## src/design/acsf_regs.svh

```systemverilog
`ifndef ACSF_REGS_SVH
`define ACSF_REGS_SVH
// Result word layout, most significant bit first on the wire
`define ACSF_WORD_W 24
`define ACSF_VALUE_W 18
`define ACSF_VALUE_MSB 23
`define ACSF_RSV_BIT 5
`define ACSF_AUX_MSB 4
`define ACSF_AUX_LSB 3
`define ACSF_TAG_MSB 2
// Reset values
`define ACSF_RESULT_RST 24'h00_0000
`define ACSF_SETUP_RST 8'h00
// Code limits and bipolar mid-scale offset
`define ACSF_CODE_MAX 18'h3_FFFF
`define ACSF_CODE_MIN 18'h0_0000
`define ACSF_BIP_OFS 22'sh02_0000
`define ACSF_HI_LIM 22'sh03_FFFF
// Serial bit counts
`define ACSF_RD_LAST 5'h17
`define ACSF_WR_LAST 5'h07
// Operating modes
`define ACSF_MODE_NORM 2'h0
`define ACSF_MODE_OCAL 2'h1
`define ACSF_MODE_GCAL 2'h2
// Channel tags
`define ACSF_TAG_CAL 3'h7
`define ACSF_TAG_P12 3'h4
`define ACSF_TAG_P56 3'h6
// Setting register indices
`define ACSF_TF1 2'h1
`define ACSF_TF2 2'h2
`define ACSF_TF3 2'h3
`endif

```

## src/design/acsf_pkg.sv

```systemverilog
package acsf_pkg;
  // One transfer-function setting register
  typedef struct packed {
    logic [2:0] gain;
    logic unipolar;
    logic dac_sign;
    logic [2:0] dac_mag;
  } acsf_setup_s;
  // Settings applied to the running conversion
  typedef struct packed {
    logic [2:0] gain;
    logic unipolar;
    logic dac_sign;
    logic [2:0] dac_mag;
    logic dac_connected;
  } acsf_applied_s;
  // Channel mapping answer
  typedef struct packed {
    logic ok;
    logic [1:0] tf_idx;
    logic [2:0] tag;
  } acsf_chan_s;
  // Serial port states
  typedef enum logic [1:0] {
    SER_IDLE,
    SER_READ,
    SER_WRITE
  } acsf_ser_e;
endpackage

```

## src/design/acsf_top.sv

```systemverilog
// Functional notes
// - DAC code: sign plus magnitude, zero disconnects
// - Normal mode: inputs map to fixed setting registers
// - Offset cal: select bits pick register; scan uses 3
// - Gain cal: select bits pick register; scan uses 3
// - Result word read-only, writes change nothing
// - Write to result needs eight bits, then idle
// - Shift out value, zero, aux, tag, MSB first
// - Value is offset binary when bipolar, straight binary when unipolar, zeros minimum
// - Out-of-range inputs clamp, never wrap
// - Reserved bit after value always zero
// - Aux bits caught on first falling edge
// - Tag codes: singles 0-3, pairs 4-6, cal 7
// - Polarity bit: 0 bipolar, 1 unipolar
`include "acsf_regs.svh"
`timescale 1ns/1ps
`default_nettype none
module acsf_top import acsf_pkg::*; (
  input wire logic sys_clk_i,
  input wire logic rst_i,
  input wire logic [1:0] op_mode_i,
  input wire logic fully_differential_select_i,
  input wire logic [1:0] channel_select_i,
  input wire logic scan_i,
  input wire acsf_setup_s setup_1_i,
  input wire acsf_setup_s setup_2_i,
  input wire acsf_setup_s setup_3_i,
  input wire logic conv_start_i,
  input wire logic conv_done_i,
  input wire logic signed [19:0] raw_i,
  input wire logic rd_start_i,
  input wire logic wr_start_i,
  input wire logic sclk_i,
  input wire logic aux_input_bit_1_i,
  input wire logic aux_input_bit_0_i,
  output logic dout_o,
  output logic ser_idle_o,
  output acsf_applied_s applied_o,
  output logic [1:0] active_tf_o,
  output logic [2:0] source_channel_tag_o,
  output logic [23:0] conversion_result_o
);
  // Channel to register mapping for one configuration and scan step
  function automatic acsf_chan_s chan_map(input logic [1:0] mode, input logic fully_differential_select,
                                          input logic [1:0] sel, input logic scan,
                                          input logic [2:0] idx);
    acsf_chan_s c;
    logic [2:0] nsig;
    c = '0;
    nsig = fully_differential_select ? 3'h3 : 3'h5;
    if (mode == 2'h3 || (fully_differential_select && sel == 2'h3)) begin
      c.ok = 1'b0;
    end else if (!scan) begin
      c.ok = 1'b1;
      if (fully_differential_select) begin
        c.tf_idx = sel + 2'h1;
        c.tag = `ACSF_TAG_P12 + {1'b0, sel};
      end else begin
        c.tf_idx = sel[1] ? `ACSF_TF2 : `ACSF_TF1;
        c.tag = {1'b0, sel};
      end
      if (mode != `ACSF_MODE_NORM) begin
        c.tag = `ACSF_TAG_CAL;
      end
    end else if (idx < nsig) begin
      c.ok = 1'b1;
      if (fully_differential_select) begin
        c.tf_idx = idx[1:0] + 2'h1;
        c.tag = `ACSF_TAG_P12 + idx;
      end else begin
        c.tf_idx = (idx == 3'h4) ? `ACSF_TF3 : (idx[1] ? `ACSF_TF2 : `ACSF_TF1);
        c.tag = (idx == 3'h4) ? `ACSF_TAG_P56 : idx;
      end
    end else if (mode != `ACSF_MODE_NORM && idx < nsig + 3'h2) begin
      c.ok = 1'b1;
      c.tf_idx = `ACSF_TF3;
      c.tag = `ACSF_TAG_CAL;
    end
    return c;
  endfunction

  // Number of steps in one scan pass
  function automatic logic [2:0] scan_len(input logic [1:0] mode, input logic fully_differential_select);
    return (fully_differential_select ? 3'h3 : 3'h5) + ((mode == `ACSF_MODE_NORM) ? 3'h0 : 3'h2);
  endfunction

  // Map filter output onto an 18-bit code with clamping
  function automatic logic [17:0] to_code(input logic signed [19:0] raw, input logic unip);
    logic signed [21:0] s;
    s = {{2{raw[19]}}, raw};
    s = unip ? (s <<< 1) : (s + `ACSF_BIP_OFS);
    if (s < 0) begin
      return `ACSF_CODE_MIN;
    end else if (s > `ACSF_HI_LIM) begin
      return `ACSF_CODE_MAX;
    end
    return s[17:0];
  endfunction

  // Pin synchronisers
  logic [2:0] pin_meta_reg;
  logic [2:0] pin_sync_reg;
  logic sclk_last_reg;
  // Mapping and conversion state
  logic [2:0] scan_idx_reg, scan_idx_next;
  acsf_chan_s chan_reg, chan_next;
  acsf_chan_s chan_now;
  acsf_setup_s pick;
  acsf_applied_s applied_reg, applied_next;
  logic [1:0] tf_reg, tf_next;
  logic [2:0] tag_reg, tag_next;
  logic [23:0] result_reg, result_next;
  // Serial port state
  acsf_ser_e ser_reg, ser_next;
  logic [23:0] sh_reg, sh_next;
  logic [4:0] cnt_reg, cnt_next;
  logic dout_reg, dout_next, idle_reg;
  logic fall, rise;

  // Two flops on sclk and aux pins; the first is read only by the second
  always_ff @(posedge sys_clk_i) begin
    if (rst_i) begin
      pin_meta_reg <= 3'h7;
      pin_sync_reg <= 3'h7;
      sclk_last_reg <= 1'b1;
    end else begin
      pin_meta_reg <= {sclk_i, aux_input_bit_1_i, aux_input_bit_0_i};
      pin_sync_reg <= pin_meta_reg;
      sclk_last_reg <= pin_sync_reg[2];
    end
  end
  assign fall = sclk_last_reg & ~pin_sync_reg[2];
  assign rise = ~sclk_last_reg & pin_sync_reg[2];

  // Pick the mapping; a bad selection keeps the last good one
  always_comb begin
    chan_now = chan_map(op_mode_i, fully_differential_select_i, channel_select_i,
                        scan_i, scan_idx_reg);
    chan_next = chan_now.ok ? chan_now : chan_reg;
    case (chan_next.tf_idx)
      `ACSF_TF2: pick = setup_2_i;
      `ACSF_TF3: pick = setup_3_i;
      default: pick = setup_1_i;
    endcase
  end

  // Conversion bookkeeping: latch settings at start, build word at done
  always_comb begin
    scan_idx_next = scan_idx_reg;
    applied_next = applied_reg;
    tf_next = tf_reg;
    tag_next = tag_reg;
    result_next = result_reg;
    if (conv_start_i) begin
      applied_next = {pick, |pick.dac_mag};
      tf_next = chan_next.tf_idx;
      tag_next = chan_next.tag;
    end
    if (conv_done_i) begin
      // Word: value, zero, aux slot, tag; aux slot filled when read
      result_next = {to_code(raw_i, applied_reg.unipolar), 1'b0, 2'b00, tag_reg};
      if (!scan_i || scan_idx_reg + 3'h1 >= scan_len(op_mode_i, fully_differential_select_i)) begin
        scan_idx_next = 3'h0;
      end else begin
        scan_idx_next = scan_idx_reg + 3'h1;
      end
    end
  end

  always_ff @(posedge sys_clk_i) begin
    if (rst_i) begin
      scan_idx_reg <= 3'h0;
      chan_reg <= {1'b1, `ACSF_TF1, 3'h0};
      applied_reg <= '0;
      tf_reg <= `ACSF_TF1;
      tag_reg <= 3'h0;
      result_reg <= `ACSF_RESULT_RST;
    end else begin
      scan_idx_reg <= scan_idx_next;
      chan_reg <= chan_next;
      applied_reg <= applied_next;
      tf_reg <= tf_next;
      tag_reg <= tag_next;
      result_reg <= result_next;
    end
  end

  // Serial port: reads shift on falling sclk, writes are counted and dropped
  always_comb begin
    ser_next = ser_reg;
    sh_next = sh_reg;
    cnt_next = cnt_reg;
    dout_next = dout_reg;
    case (ser_reg)
      SER_IDLE: begin
        cnt_next = 5'h00;
        if (rd_start_i) begin
          ser_next = SER_READ;
          sh_next = result_reg;
          dout_next = result_reg[`ACSF_VALUE_MSB];
        end else if (wr_start_i) begin
          ser_next = SER_WRITE;
        end
      end
      SER_READ: begin
        if (fall) begin
          if (cnt_reg == 5'h00) begin
            sh_next[`ACSF_AUX_MSB:`ACSF_AUX_LSB] = pin_sync_reg[1:0];
          end
          dout_next = sh_next[22];
          sh_next = {sh_next[22:0], 1'b0};
          cnt_next = cnt_reg + 5'h01;
          if (cnt_reg == `ACSF_RD_LAST) begin
            ser_next = SER_IDLE;
          end
        end
      end
      SER_WRITE: begin
        // Incoming bits are discarded; the result word is untouched
        if (rise) begin
          cnt_next = cnt_reg + 5'h01;
          if (cnt_reg == `ACSF_WR_LAST) begin
            ser_next = SER_IDLE;
          end
        end
      end
      default: ser_next = SER_IDLE;
    endcase
  end

  always_ff @(posedge sys_clk_i) begin
    if (rst_i) begin
      ser_reg <= SER_IDLE;
      sh_reg <= `ACSF_RESULT_RST;
      cnt_reg <= 5'h00;
      dout_reg <= 1'b0;
      idle_reg <= 1'b1;
    end else begin
      ser_reg <= ser_next;
      idle_reg <= (ser_next == SER_IDLE);
      sh_reg <= sh_next;
      cnt_reg <= cnt_next;
      dout_reg <= dout_next;
    end
  end

  // Outputs straight from flops
  assign dout_o = dout_reg;
  assign ser_idle_o = idle_reg;
  assign applied_o = applied_reg;
  assign active_tf_o = tf_reg;
  assign source_channel_tag_o = tag_reg;
  assign conversion_result_o = result_reg;

  // Checks
  property p_dac_conn;
    @(posedge sys_clk_i) disable iff (rst_i)
    conv_start_i |=> applied_reg.dac_connected == (|$past(pick.dac_mag));
  endproperty
  a_dac_conn: assert property (p_dac_conn) else $error("DAC connect wrong");
  property p_norm_map;
    @(posedge sys_clk_i) disable iff (rst_i)
    (conv_start_i && !scan_i && op_mode_i == 2'h0 && !fully_differential_select_i)
      |=> tf_reg == ($past(channel_select_i[1]) ? 2'h2 : 2'h1);
  endproperty
  a_norm_map: assert property (p_norm_map) else $error("Normal map wrong");
  property p_ocal_tag;
    @(posedge sys_clk_i) disable iff (rst_i)
    (conv_start_i && !scan_i && op_mode_i == 2'h1 && chan_now.ok) |=> tag_reg == 3'h7;
  endproperty
  a_ocal_tag: assert property (p_ocal_tag) else $error("Cal tag wrong");
  property p_gcal_scan;
    @(posedge sys_clk_i) disable iff (rst_i)
    (conv_start_i && scan_i && op_mode_i == 2'h2 && chan_now.ok && chan_now.tag == 3'h7)
      |=> tf_reg == 2'h3;
  endproperty
  a_gcal_scan: assert property (p_gcal_scan) else $error("Scan cal register wrong");
  property p_wr_stable;
    @(posedge sys_clk_i) disable iff (rst_i)
    (ser_reg == SER_WRITE && !conv_done_i) |=> $stable(result_reg);
  endproperty
  a_wr_stable: assert property (p_wr_stable) else $error("Write altered result");
  property p_wr_len;
    @(posedge sys_clk_i) disable iff (rst_i)
    (ser_reg == SER_WRITE && rise && cnt_reg == 5'h07) |=> ser_idle_o;
  endproperty
  a_wr_len: assert property (p_wr_len) else $error("Write not ended at 8 bits");
  property p_msb_first;
    @(posedge sys_clk_i) disable iff (rst_i)
    (ser_idle_o && rd_start_i) |=> dout_o == $past(result_reg[23]) && !ser_idle_o;
  endproperty
  a_msb_first: assert property (p_msb_first) else $error("MSB not first");
  property p_mid;
    @(posedge sys_clk_i) disable iff (rst_i)
    (conv_done_i && raw_i == 20'sh0_0000 && !applied_reg.unipolar)
      |=> result_reg[23:6] == 18'h2_0000;
  endproperty
  a_mid: assert property (p_mid) else $error("Bipolar zero not mid code");
  property p_clamp;
    @(posedge sys_clk_i) disable iff (rst_i)
    (conv_done_i && raw_i < -20'sh2_0000) |=> result_reg[23:6] == 18'h0_0000;
  endproperty
  a_clamp: assert property (p_clamp) else $error("Underrange not clamped");
  property p_rsv;
    @(posedge sys_clk_i) disable iff (rst_i)
    conv_done_i |=> result_reg[5] == 1'b0;
  endproperty
  a_rsv: assert property (p_rsv) else $error("Reserved bit set");
  property p_aux;
    @(posedge sys_clk_i) disable iff (rst_i)
    (ser_reg == SER_READ && fall && cnt_reg == 5'h00) |=> sh_reg[5:4] == $past(pin_sync_reg[1:0]);
  endproperty
  a_aux: assert property (p_aux) else $error("Aux bits not caught");
  property p_tag_pair;
    @(posedge sys_clk_i) disable iff (rst_i)
    (conv_start_i && !scan_i && op_mode_i == 2'h0 && fully_differential_select_i
      && channel_select_i == 2'h1) |=> tag_reg == 3'h5;
  endproperty
  a_tag_pair: assert property (p_tag_pair) else $error("Pair tag wrong");
  property p_hold;
    @(posedge sys_clk_i) disable iff (rst_i)
    (conv_start_i && op_mode_i == 2'h3) |=> tf_reg == $past(chan_reg.tf_idx);
  endproperty
  a_hold: assert property (p_hold) else $error("Invalid mode changed map");
  property p_latch;
    @(posedge sys_clk_i) disable iff (rst_i)
    conv_start_i |=> applied_reg.gain == $past(pick.gain) ##1 $stable(applied_reg) || $past(conv_start_i);
  endproperty
  a_latch: assert property (p_latch) else $error("Settings not latched");
endmodule
`default_nettype wire

```

## config.mk

```make
export PLATFORM = sky130hd
export DESIGN_NAME = acsf_top
export DESIGN_NICKNAME = d
export VERILOG_FILES = /design/src/design/acsf_pkg.sv /design/src/design/acsf_top.sv
export VERILOG_INCLUDE_DIRS = /design/src /design/src/design
export SDC_FILE = /design/constraint.sdc
export NUM_CORES = 1
export LEC_CHECK = 0
export BUFFER_PORTS_ARGS = -buffer_cell sky130_fd_sc_hd__buf_2
export CAP_MARGIN = 20
export CORE_ASPECT_RATIO = 2
export CORE_UTILIZATION = 24
export DETAILED_ROUTE_END_ITERATION = 8
export HOLD_SLACK_MARGIN = 0.08
export SETUP_SLACK_MARGIN = 0.4
export SLEW_MARGIN = 20
export SYNTH_ARGS = -nofsm -noshare
export SYNTH_HDL_FRONTEND = slang
export SYNTH_SLANG_ARGS = --single-unit
```

## constraint.sdc

```tcl
create_clock -name sys_clk_i -period 5.5 [get_ports sys_clk_i]
set_input_delay 0.825 -clock sys_clk_i [delete_from_list [all_inputs] [get_ports sys_clk_i]]
set_output_delay 0.825 -clock sys_clk_i [all_outputs]
set_load 0.005 [all_outputs]
```

== After elaboration in Yosys (flattened, before gate mapping) ==
Cells that the tools add are included.
Operators by class
  add/sub/neg operators: 9
  order comparisons: 5
  equal/unequal tests: 12
  mux-type cells: 41
  bitwise logic cells: 4
  reduce and logical (&&, ||, !) cells: 15
Operators by type and width (number)
  $mux W18: 3
  $mux W23: 2
  $pmux W23 S2: 1
  $mux W5: 6
  $gt A22 B19 Y1 const B: 1
  $lt A22 B1 Y1 const B: 1
  $mux W2: 11
  $mux W22: 1
  $add A20 B19 Y21 const B: 1
  $mux W6: 3
  $pmux W8 S2: 1
  $pmux W5 S3: 1
  $mux W3: 4
  $eq A2 B2 Y1 const B: 5
  $logic_not A2 Y1: 3
  $lt A3 B3 Y1: 2
  $mux W1: 6
  $ne A2 B2 Y1 const B: 3
  $pmux W2 S3: 1
  $reduce_and A3 Y1: 2
  $add A5 B1 Y5 const B: 1
  $eq A5 B3 Y1 const B: 1
  $eq A5 B5 Y1 const B: 1
  $logic_not A5 Y1: 1
  other kinds (18): 24
Word-level totals
  register bits: 82
  bits of input ports: 59
  output and inout bits: 40
  word-level logic and storage cells: 105

== Longest topological paths before layout ==
Gate-level depths: netlist (run 1).
  depth after elaboration: 12
  depth in mapped cells: 10
  depth with buffers taken out: 9

== Worst setup path after synthesis (run 1) ==
Ideal clock, no wire load.
  path type: input port to flip-flop
  start: input port fully_differential_select_i
  end: register applied_reg (netlist bit applied_o[0])
  setup time: 0.127 ns
  data arrival time: 3.051 ns
  slack: 2.322 ns
  stages on the path: 9
  path through: inv_1 ha_1 a211oi_1 nor2_1 a311oi_4 mux2_2 mux2_4 nor3_2 a211oi_2
Between the ends
  word-level cells in the longest chain between the ends: 12
Ends and longest elaborated chain
  from (decl): RTL line acsf_top.sv:22  | input wire logic fully_differential_select_i,
  $mux W3: RTL line acsf_top.sv:50  | nsig = fully_differential_select ? 3'h3 : 3'h5;
  $add A3 B2 Y3: RTL line acsf_top.sv:74  | end else if (mode != `ACSF_MODE_NORM && idx < nsig + 3'h2) begin
  $lt A3 B3 Y1: RTL line acsf_top.sv:74
  $logic_and A1 B1 Y1: RTL line acsf_top.sv:74
  $mux W6: RTL line acsf_top.sv:74
  $mux W6: RTL line acsf_top.sv:65  | end else if (idx < nsig) begin
  $mux W6: RTL line acsf_top.sv:53  | end else if (!scan) begin
  $mux W5 / $mux W1 (equally long branches): RTL line acsf_top.sv:51  | if (mode == 2'h3 || (fully_differential_select && sel == 2'h3)) begin
  $mux W5 (*): RTL line acsf_top.sv:139  | chan_next = chan_now.ok ? chan_now : chan_reg;
  $eq A2 B2 Y1: RTL line acsf_top.sv:140  | case (chan_next.tf_idx)
  $pmux W8 S2 (*): RTL line acsf_top.sv:140
  $reduce_or A3 Y1 (*): RTL line acsf_top.sv:155  | applied_next = {pick, |pick.dac_mag};
  to (signal assigned): RTL line acsf_top.sv:181  | applied_reg <= applied_next;
  to (decl): RTL line acsf_top.sv:109  | acsf_applied_s applied_reg, applied_next;
Mark *: on every way between the ends. The rest lies on a longest branch, timed or not.
A chain may end at the register's enable or synchronous reset.

== Final worst setup path (run 1) ==
Ends and elaborated chain as after synthesis.

==> impl_table.tex, run 1 <==
\begin{tabular}{lr}
\hline
Metric & Value \\
\hline
\multicolumn{2}{l}{\textbf{CTS}} \\
\quad Number of hold-repair buffers added at the cts stage & 0 \\
\quad Clock tree from TritonCTS & yes \\
\quad Clk buf depth & 2 \\
\quad Clock tree root driver cell & clkbuf\_16 \\
\quad \# resized after CTS & 0 \\
\quad Clock-pin slew on the worst setup and hold paths & around 0.06 ns \\
\quad Number of H-tree branching levels & 3 \\
\quad Skew-Pair Late Insertion Delay & around 0.33 ns \\
\quad TritonCTS sink count & 82 \\
\quad Setup Fix Bufs, Post-CTS & 0 \\
\quad Num CTS Buffers & 9 \\
\multicolumn{2}{l}{\textbf{Yosys}} \\
\quad Register area share after synthesis & about 40\% \\
\quad Synth async-reset ratio & 0\% \\
\quad Syn Area/Cell & 9.17 sq um \\
\quad Number of enable flip-flop cells after synthesis & 0 \\
\quad Distinct cells, synth & 46 \\
\quad Synth area leader & dfxtp\_1 \\
\quad Area share of the largest cell type after synthesis & about two fifths \\
\quad Number of flip-flops and latches in the synthesized netlist & 82 \\
\quad Synthesized cell area & around 4000 sq um \\
\quad Post-synthesis instance total & 445 \\
\quad Primary flip-flop cell chosen by synthesis mapping & dfxtp\_1 \\
\quad Yosys warnings & 0 \\
\quad Top post-synthesis cells by area & dfxtp\_1 (40\%), mux2i\_1 (9.3\%), a211oi\_1 (8.3\%) \\
\multicolumn{2}{l}{\textbf{Placement}} \\
\quad GP Congestion & roughly 0.81 \\
\quad Post-DP HPWL & a little under 8 mm \\
\quad Number of placed instances with taps included & approximately 720 \\
\quad Post-Place Setup Slack & between 1.5 and 2 ns \\
\quad PortBufs & between 90 and 100 \\
\multicolumn{2}{l}{\textbf{Floorplanning}} \\
\quad Core Region & about 17000 sq um \\
\quad Boundary Pins & a little under 100 \\
\quad Std cell rows & 67 \\
\quad Effective utilization at floorplan & between 20\% and 30\% \\
\quad Vertical extent of the die & approximately 190 um \\
\quad Area of the die & 17600 sq um \\
\quad Die outline width & approximately 94 um \\
\multicolumn{2}{l}{\textbf{STA}} \\
\quad Setup-violating endpoint count in the final report & 0 \\
\quad Final worst setup slack & between 2 and 2.5 ns \\
\quad Worst slew margin relative to its limit & between 50\% and 60\% \\
\quad Number of pins with negative max-slew slack in the final report & 0 \\
\quad Worst slew pin tran & between 0.7 and 0.8 ns \\
\quad Setup tns final & 0 ns \\
\quad Post-route clock period utilization & between 60 and 70\% \\
\quad RSZ-0062 raised after global routing & no \\
\quad Time the final worst path needs with I/O delays and setup & 3.42 ns \\
\quad Max Clock Freq & between 200 and 300 MHz \\
\quad Worst hold-check slack & about 0.41 ns \\
\quad Setup Skew & $\sim$0.0092 ns \\
\quad Final count of hold timing violations & 0 \\
\multicolumn{2}{l}{\textbf{Layout}} \\
\quad Most common cell after layout, fill and taps aside & buf\_2 \\
\quad Final standard cell utilization of the core & 30.1\% \\
\quad Commonest cells after routing, fill and taps aside & buf\_2 (95), dfxtp\_1 (82), nor2\_1 (69), a211oi\_1 (45), mux2i\_1 (38) \\
\quad Filler Cell Count & approximately 1700 \\
\quad Footprint of the flip-flops and latches & between 1500 and 2000 sq um \\
\quad Total Nets Final & 604 \\
\quad Number of inserted diodes & 0 \\
\quad Final cell count without fillers & 740 \\
\quad Multi-input logic area & 2270 sq um \\
\quad Proportion of layout cells with a drive suffix above 1 & 29.1\% \\
\quad Area added between synthesis and finish & 23.1\% \\
\quad Flip-flop count of the largest register after layout & 23 \\
\multicolumn{2}{l}{\textbf{Global route}} \\
\quad Via count of the first global-routing pass & roughly 3400 \\
\quad GR Util All Layers & 12.5\% \\
\quad Maximum number of pins on one net before global-route repair & 45 \\
\quad Antenna violations before repair & 0 \\
\quad Global-route wire length before repair & between 15 and 20 mm \\
\quad Global route overflow & 0 \\
\multicolumn{2}{l}{\textbf{Worst setup path}} \\
\quad Maximum fanout along the worst path & 15 \\
\quad Worst Setup Start Kind & primary input \\
\quad Stage delay of the slowest cell on the critical path & a little over 0.6 ns \\
\quad Series of cell instances along the critical path & buf\_2, inv\_1, ha\_1, a211oi\_1, nor2\_1, a21oi\_1, o32a\_1, mux2\_4, nor3\_2, a211oi\_2 \\
\quad Slowest stage cell, crit path & o32a\_1 \\
\quad WP data arrival & 3.61 ns \\
\quad Type of destination of the critical path & flop \\
\quad Critical path class & in -> reg \\
\quad Required time of the worst setup path & 5.69 ns \\
\multicolumn{2}{l}{\textbf{Power}} \\
\quad Leakage dissipation & $\sim$2.1 nW \\
\quad Total power divided by cell area & 318 nW/um\^{}2 \\
\quad Worst voltage drop across the vdd grid & approximately 160 uV \\
\multicolumn{2}{l}{\textbf{Run status}} \\
\quad Outcome & complete, no violations \\
\multicolumn{2}{l}{\textbf{Detailed routing}} \\
\quad Final antenna-violating net count & 0 \\
\quad TritonRoute pass-1 iters & 4 \\
\quad Final routed wirelength across all metal layers & roughly 10 mm \\
\quad Mean number of vias per cell & 4.62 \\
\quad Wire length per cell & between 10 and 15 um \\
\quad Count of routing violations after the opening detailed-route iteration & 151 \\
\quad Routed vias & roughly 3400 \\
\quad DRC errors left & 0 \\
\multicolumn{2}{l}{\textbf{Job}} \\
\quad Maximum capacitance violations & 0 \\
\multicolumn{2}{l}{\textbf{Min path}} \\
\quad Classification of the worst-slack hold path & reg -> reg \\
\hline
\end{tabular}
-- layer usage --
layer | share of wire (%) | routed length [um] | global-route usage (%) | vias to the layer above
li1 | - | - | - | 1742
met1 | 40 | 4160 | 13.7 | 1592
met2 | 54 | 5610 | 22.5 | 68
met3 | 2.8 | 292 | 1.55 | 20
met4 | 3.5 | 370 | 6.98 | 0
met5 | 0 | 0 | 0 | -
-- stage by stage --
step | total power [mW] | cell area (sq um)
after floorplan | 0.909 | 4090
after global placement | 1.01 | 4720
after detailed placement | 1.01 | 4720
after CTS | 1.62 | 5020
after global routing | 1.69 | 5020
final | 1.60 | 5020
-- critical path, delay by kind of cell --
kind | cells | cell delay, ns
compound gates | 4 | 1.43
mux | 1 | 0.36
fa+ha+maj | 1 | 0.35
buf+inv | 2 | 0.29
simple gates | 2 | 0.35
-- where the power goes --
group          total (mW)  leakage (nW)  switching [mW]  internal [mW]
combinational       0.308          1.32           0.167          0.142
clock               0.600         0.147           0.246          0.355
sequential          0.688         0.677          0.0366          0.652
-- Yosys cell counts (4+ instances only) --
| master | count |
|---|---|
| ha_1 | 17 |
| a21oi_1 | 10 |
| o21ai_0 | 18 |
| a31oi_1 | 4 |
| nand3_1 | 4 |
| nand2b_1 | 6 |
| o22ai_1 | 5 |
| inv_1 | 11 |
| nor2_1 | 70 |
| mux2i_1 | 38 |
| dfxtp_1 | 82 |
| mux2_2 | 21 |
| or2_2 | 8 |
| buf_4 | 6 |
| xor2_1 | 4 |
| a211oi_1 | 45 |
| nor2b_1 | 6 |
| clkbuf_1 | 20 |
| nand2_1 | 35 |
-- cells by family (layout without fill, tap and decap cells) --
group                    Yosys count  count (layout)  synth area share, %
AND/OR/NAND/NOR                  140             140                 15.2
AO/OA/AOI/OAI                     95              95                 16.3
flip-flops                        82              82                 40.2
multiplexers                      64              64                 17.4
buffers and inverters             41             127                 4.39
adder cells (fa/ha/maj)           17              17                 5.21
XOR/XNOR                           5               5                 1.07
other                              1               3               0.0919
-- layout make-up --
class                      instances  share of cell area (%)
tap                              207                    5.16
timing repair buffer             100                    10.2
clock inverter                     7                    1.47
clock buffer                       9                    4.48
inverter                          11                   0.822
sequential                        82                    32.7
multi-input combinational        324                    45.2
-- worst paths after layout --
kind                                    start              end  slack [ns]  depth (start not counted)
setup / recovery  fully_differential_select_i     applied_o[0]        2.08                         10
hold / removal                pin_meta_reg[2]  pin_sync_reg[2]        0.41                          1
setup reg to reg              scan_idx_reg[1]     applied_o[0]        2.44                          8
hold reg to reg               pin_meta_reg[2]  pin_sync_reg[2]        0.41                          1
Note: power is estimated with default switching activity, not from simulation.
==> run 2, diff against run 1 <==
--- a/config.mk
+++ b/config.mk
@@ -6,6 +6,7 @@
 export SDC_FILE = /design/constraint.sdc
 export NUM_CORES = 1
 export LEC_CHECK = 0
+export ABC_AREA = 1
 export BUFFER_PORTS_ARGS = -buffer_cell sky130_fd_sc_hd__buf_2
 export CAP_MARGIN = 20
 export CORE_ASPECT_RATIO = 2
==> constraint.sdc (replaced) <==
create_clock -name sys_clk_i -period 3.21 [get_ports sys_clk_i]
set_input_delay 0.4815 -clock sys_clk_i [delete_from_list [all_inputs] [get_ports sys_clk_i]]
set_output_delay 0.4815 -clock sys_clk_i [all_outputs]
set_load 0.005 [all_outputs]
==> run 2 against run 1 <==
  * Cell count grew 15%
  * Non-clock buffer count did not move
  * Power increased by 69%
  * Sequential cell count is the same
  * Global-route usage is 0.58 points higher
  * Sequential share of layout area decreased by 0.24 points
  * Combinational power grew 68%
  * Final area grew 0.75%
  * Area after synthesis grew 1.0%
  * Critical path depth shrank 2
  * Die area is 1.0% higher
  * Critical endpoint is now conversion_result_o[14]
==> impl_table.tex, run 2 <==
\begin{tabular}{lr}
\hline
Metric & Value \\
\hline
\multicolumn{2}{l}{\textbf{Power}} \\
\quad Leakage dissipation & 2.29 nW (+7.0\%) \\
\quad Worst voltage drop across the vdd grid & 244 uV (+51\%) \\
\quad Total power divided by cell area & 534 nW/um\^{}2 (+68\%) \\
\quad Overall power after layout & 2.70 mW (+69\%) \\
\multicolumn{2}{l}{\textbf{CTS}} \\
\quad Clock tree from TritonCTS & yes \\
\quad Number of hold-repair buffers added at the cts stage & 0 (unchanged) \\
\quad Setup Fix Bufs, Post-CTS & 0 (unchanged) \\
\quad \# resized after CTS & 0 (unchanged) \\
\quad Num CTS Buffers & 9 (unchanged) \\
\quad Clock tree root driver cell & clkbuf\_16 \\
\quad Clock-pin slew on the worst setup and hold paths & 0.07 ns (about the same) \\
\quad TritonCTS sink count & 82 (unchanged) \\
\quad Number of H-tree branching levels & 3 (unchanged) \\
\quad Skew-Pair Late Insertion Delay & 0.34 ns (about the same) \\
\quad Clk buf depth & 2 (unchanged) \\
\multicolumn{2}{l}{\textbf{Yosys}} \\
\quad Number of enable flip-flop cells after synthesis & 0 (unchanged) \\
\quad Most repeated cell in the gate-level netlist after synthesis & nand2\_1 \\
\quad Primary flip-flop cell chosen by synthesis mapping & dfxtp\_1 \\
\quad Post-synthesis instance total & 553 (+24\%) \\
\quad Distinct cells, synth & 41 (-11\%) \\
\quad Synth async-reset ratio & 0\% (unchanged) \\
\quad Synthesized cell area & 4120 sq um (+1.0\%) \\
\quad Synth area leader & dfxtp\_1 \\
\quad Yosys warnings & 0 (unchanged) \\
\quad Register area share after synthesis & 39.8\% (-0.40 points) \\
\quad Syn Area/Cell & 7.45 sq um (-19\%) \\
\quad Number of flip-flops and latches in the synthesized netlist & 82 (unchanged) \\
\quad Top post-synthesis cells by area & dfxtp\_1 (40\%), nand2\_1 (10\%), o21ai\_0 (6.1\%) \\
\quad Synth top cells by count & nand2\_1 (110), dfxtp\_1 (82), nor2\_1 (55) \\
\quad Area share of the largest cell type after synthesis & 39.8\% (-0.40 points) \\
\multicolumn{2}{l}{\textbf{Job}} \\
\quad Maximum capacitance violations & 0 (unchanged) \\
\multicolumn{2}{l}{\textbf{Global route}} \\
\quad GR Util All Layers & 13.1\% (+0.58 points) \\
\quad Maximum number of pins on one net before global-route repair & 45 (unchanged) \\
\quad Via count of the first global-routing pass & 3801 (+10\%) \\
\quad Global route overflow & 0 (unchanged) \\
\quad Global-route wire length before repair & 18.3 mm (+6.3\%) \\
\quad Antenna violations before repair & 2 (+2) \\
\multicolumn{2}{l}{\textbf{Worst setup path}} \\
\quad Required time of the worst setup path & 3.44 ns (-2.25 ns) \\
\quad Cell type with the highest occurrence count on the critical path & nand2\_1 \\
\quad Critical path class & reg -> reg \\
\quad Slowest stage cell, crit path & o211ai\_2 \\
\quad WP data arrival & 2.48 ns (-1.13 ns) \\
\quad Stage delay of the slowest cell on the critical path & 0.34 ns (-0.28 ns) \\
\quad Crit-path leading delay family & compound AO/OA/AOI/OAI gates \\
\quad Worst Setup Start Kind & flop \\
\quad Buffers and inverters on the worst path & 2 (unchanged) \\
\quad Series of cell instances along the critical path & buf\_4, inv\_2, nand2\_1, o21ai\_2, o211ai\_2, nand2\_1, nand2\_2, o221a\_2 \\
\quad Type of destination of the critical path & flop \\
\quad Maximum fanout along the worst path & 21 (+6) \\
\multicolumn{2}{l}{\textbf{STA}} \\
\quad Post-route clock period utilization & 70.1\% \\
\quad Worst slew pin tran & 0.772 ns (+0.0341 ns) \\
\quad Worst hold-check slack & 0.320 ns (-0.0915 ns) \\
\quad Setup-violating endpoint count in the final report & 0 (unchanged) \\
\quad Worst slew margin relative to its limit & 48.4\% (-2.0 points) \\
\quad Final count of hold timing violations & 0 (unchanged) \\
\quad RSZ-0062 raised after global routing & no \\
\quad Number of pins with negative max-slew slack in the final report & 0 (unchanged) \\
\quad Time the final worst path needs with I/O delays and setup & about 2.2 ns \\
\quad Setup tns final & 0 ns (unchanged) \\
\quad Setup Skew & 0.0103 ns (+0.00106 ns) \\
\quad Max Clock Freq & between 400 and 500 MHz \\
\multicolumn{2}{l}{\textbf{Placement}} \\
\quad Post-DP HPWL & 8.45 mm (+6.5\%) \\
\quad PortBufs & 95 (unchanged) \\
\quad GP Congestion & 0.883 (+9.5\%) \\
\quad Placed cell area & 4760 sq um (+0.79\%) \\
\multicolumn{2}{l}{\textbf{Detailed routing}} \\
\quad TritonRoute pass-1 iters & 4 (unchanged) \\
\quad Final routed wirelength across all metal layers & 10.9 mm (+4.2\%) \\
\quad Final antenna-violating net count & 0 (unchanged) \\
\quad Wire length the detailed router placed on met1 & 4.24 mm (+1.7\%) \\
\quad DR WL met3 & 316 um (+8.2\%) \\
\quad DRC errors left & 0 (unchanged) \\
\quad Routed length on met2 & 5.88 mm (+4.8\%) \\
\quad Mean number of vias per cell & 4.61 (-0.30\%) \\
\quad Top layer in use & met4 \\
\quad Wire length per cell & 12.8 um (-9.2\%) \\
\quad Routed vias & 3919 (+15\%) \\
\quad Count of routing violations after the opening detailed-route iteration & 151 (unchanged) \\
\multicolumn{2}{l}{\textbf{Floorplanning}} \\
\quad Boundary Pins & 99 (unchanged) \\
\quad Effective utilization at floorplan & 24.6\% (+0.12 points) \\
\quad Die outline width & 94.7 um (+0.49\%) \\
\quad Core Region & 16800 sq um (+0.50\%) \\
\quad Vertical extent of the die & 187 um (+0.50\%) \\
\quad Std cell rows & 67 (unchanged) \\
\quad Area of the die & 17700 sq um (+1.0\%) \\
\multicolumn{2}{l}{\textbf{Layout}} \\
\quad Most common cell after layout, fill and taps aside & nand2\_1 \\
\quad Area of all placed cells without fillers & 5060 sq um (+0.75\%) \\
\quad Commonest cells after routing, fill and taps aside & nand2\_1 (110), buf\_2 (95), dfxtp\_1 (82), nor2\_1 (55), o21ai\_0 (50) \\
\quad Total Nets Final & 712 (+18\%) \\
\quad Flip-flop count of the largest register after layout & 23 (unchanged) \\
\quad Final standard cell utilization of the core & 30.2\% (+0.073 points) \\
\quad Area added between synthesis and finish & 22.8\% \\
\quad Proportion of layout cells with a drive suffix above 1 & 25.6\% (-3.5 points) \\
\multicolumn{2}{l}{\textbf{Run status}} \\
\quad Outcome & complete, no violations \\
\multicolumn{2}{l}{\textbf{Min path}} \\
\quad Classification of the worst-slack hold path & in -> reg \\
\hline
\end{tabular}
==> run 2: worst register-to-register path, stage by stage (launching register included) <==
cell      delay (ns)
dfxtp_1         0.30
buf_4           0.19
inv_2           0.26
nand2_1         0.14
o21ai_2         0.16
o211ai_2        0.34
nand2_1         0.18
nand2_2         0.22
o221a_2         0.33
==> run 2: per-stage QoR <==
stage	setup WS, ns	instances
finish	0.960	850
global route	0.704	850
CTS	0.943	848
detailed placement	0.800	832
global placement	0.838	832
floorplan	1.23	555
==> run 2: kinds of logic after synthesis <==
| group | synth area share, % |
|---|---|
| other | 0.0910 |
| xor gates and xnor gates | 0.213 |
| and+or+nand+nor | 25.8 |
| adders and majority gates | 5.16 |
| AOI/OAI and AO/OA | 20.3 |
| DFF | 39.8 |
| muxes | 0.547 |
| buffers and inverters | 8.05 |
==> run 2: final cells by class <==
type | count | area [sq um]
fillers | 1868 | 11700
multi-input cells | 393 | 2150
flip-flops and latches | 82 | 1640
repair buffers | 100 | 513
well taps | 207 | 259
clock buffers | 10 | 239
inverters | 50 | 193
clock inverters | 6 | 55.1
diodes | 2 | 5.00
==> run 2: routing by layer <==
metal	up-vias	track usage, %
met3	24	2.40
met5	-	0
li1	2033	-
met2	68	23.4
met1	1794	13.8
met4	0	7.93
==> run 2: report_power, final <==
group	total (mW)	switching (mW)	leakage (nW)	internal (mW)
combinational	0.518	0.316	1.47	0.202
sequential	1.18	0.0576	0.678	1.12
clock	1.01	0.443	0.146	0.563
total	2.70	0.817	2.29	1.88
==> run 2: final timing paths <==
kind              startpoint                 endpoint  slack (ns)  cells past startpoint
max             applied_o[5]  conversion_result_o[14]        0.96                      8
min                   sclk_i          pin_meta_reg[2]        0.32                      2
max reg2reg     applied_o[5]  conversion_result_o[14]        0.96                      8
min reg2reg  pin_meta_reg[1]          pin_sync_reg[1]        0.41                      1
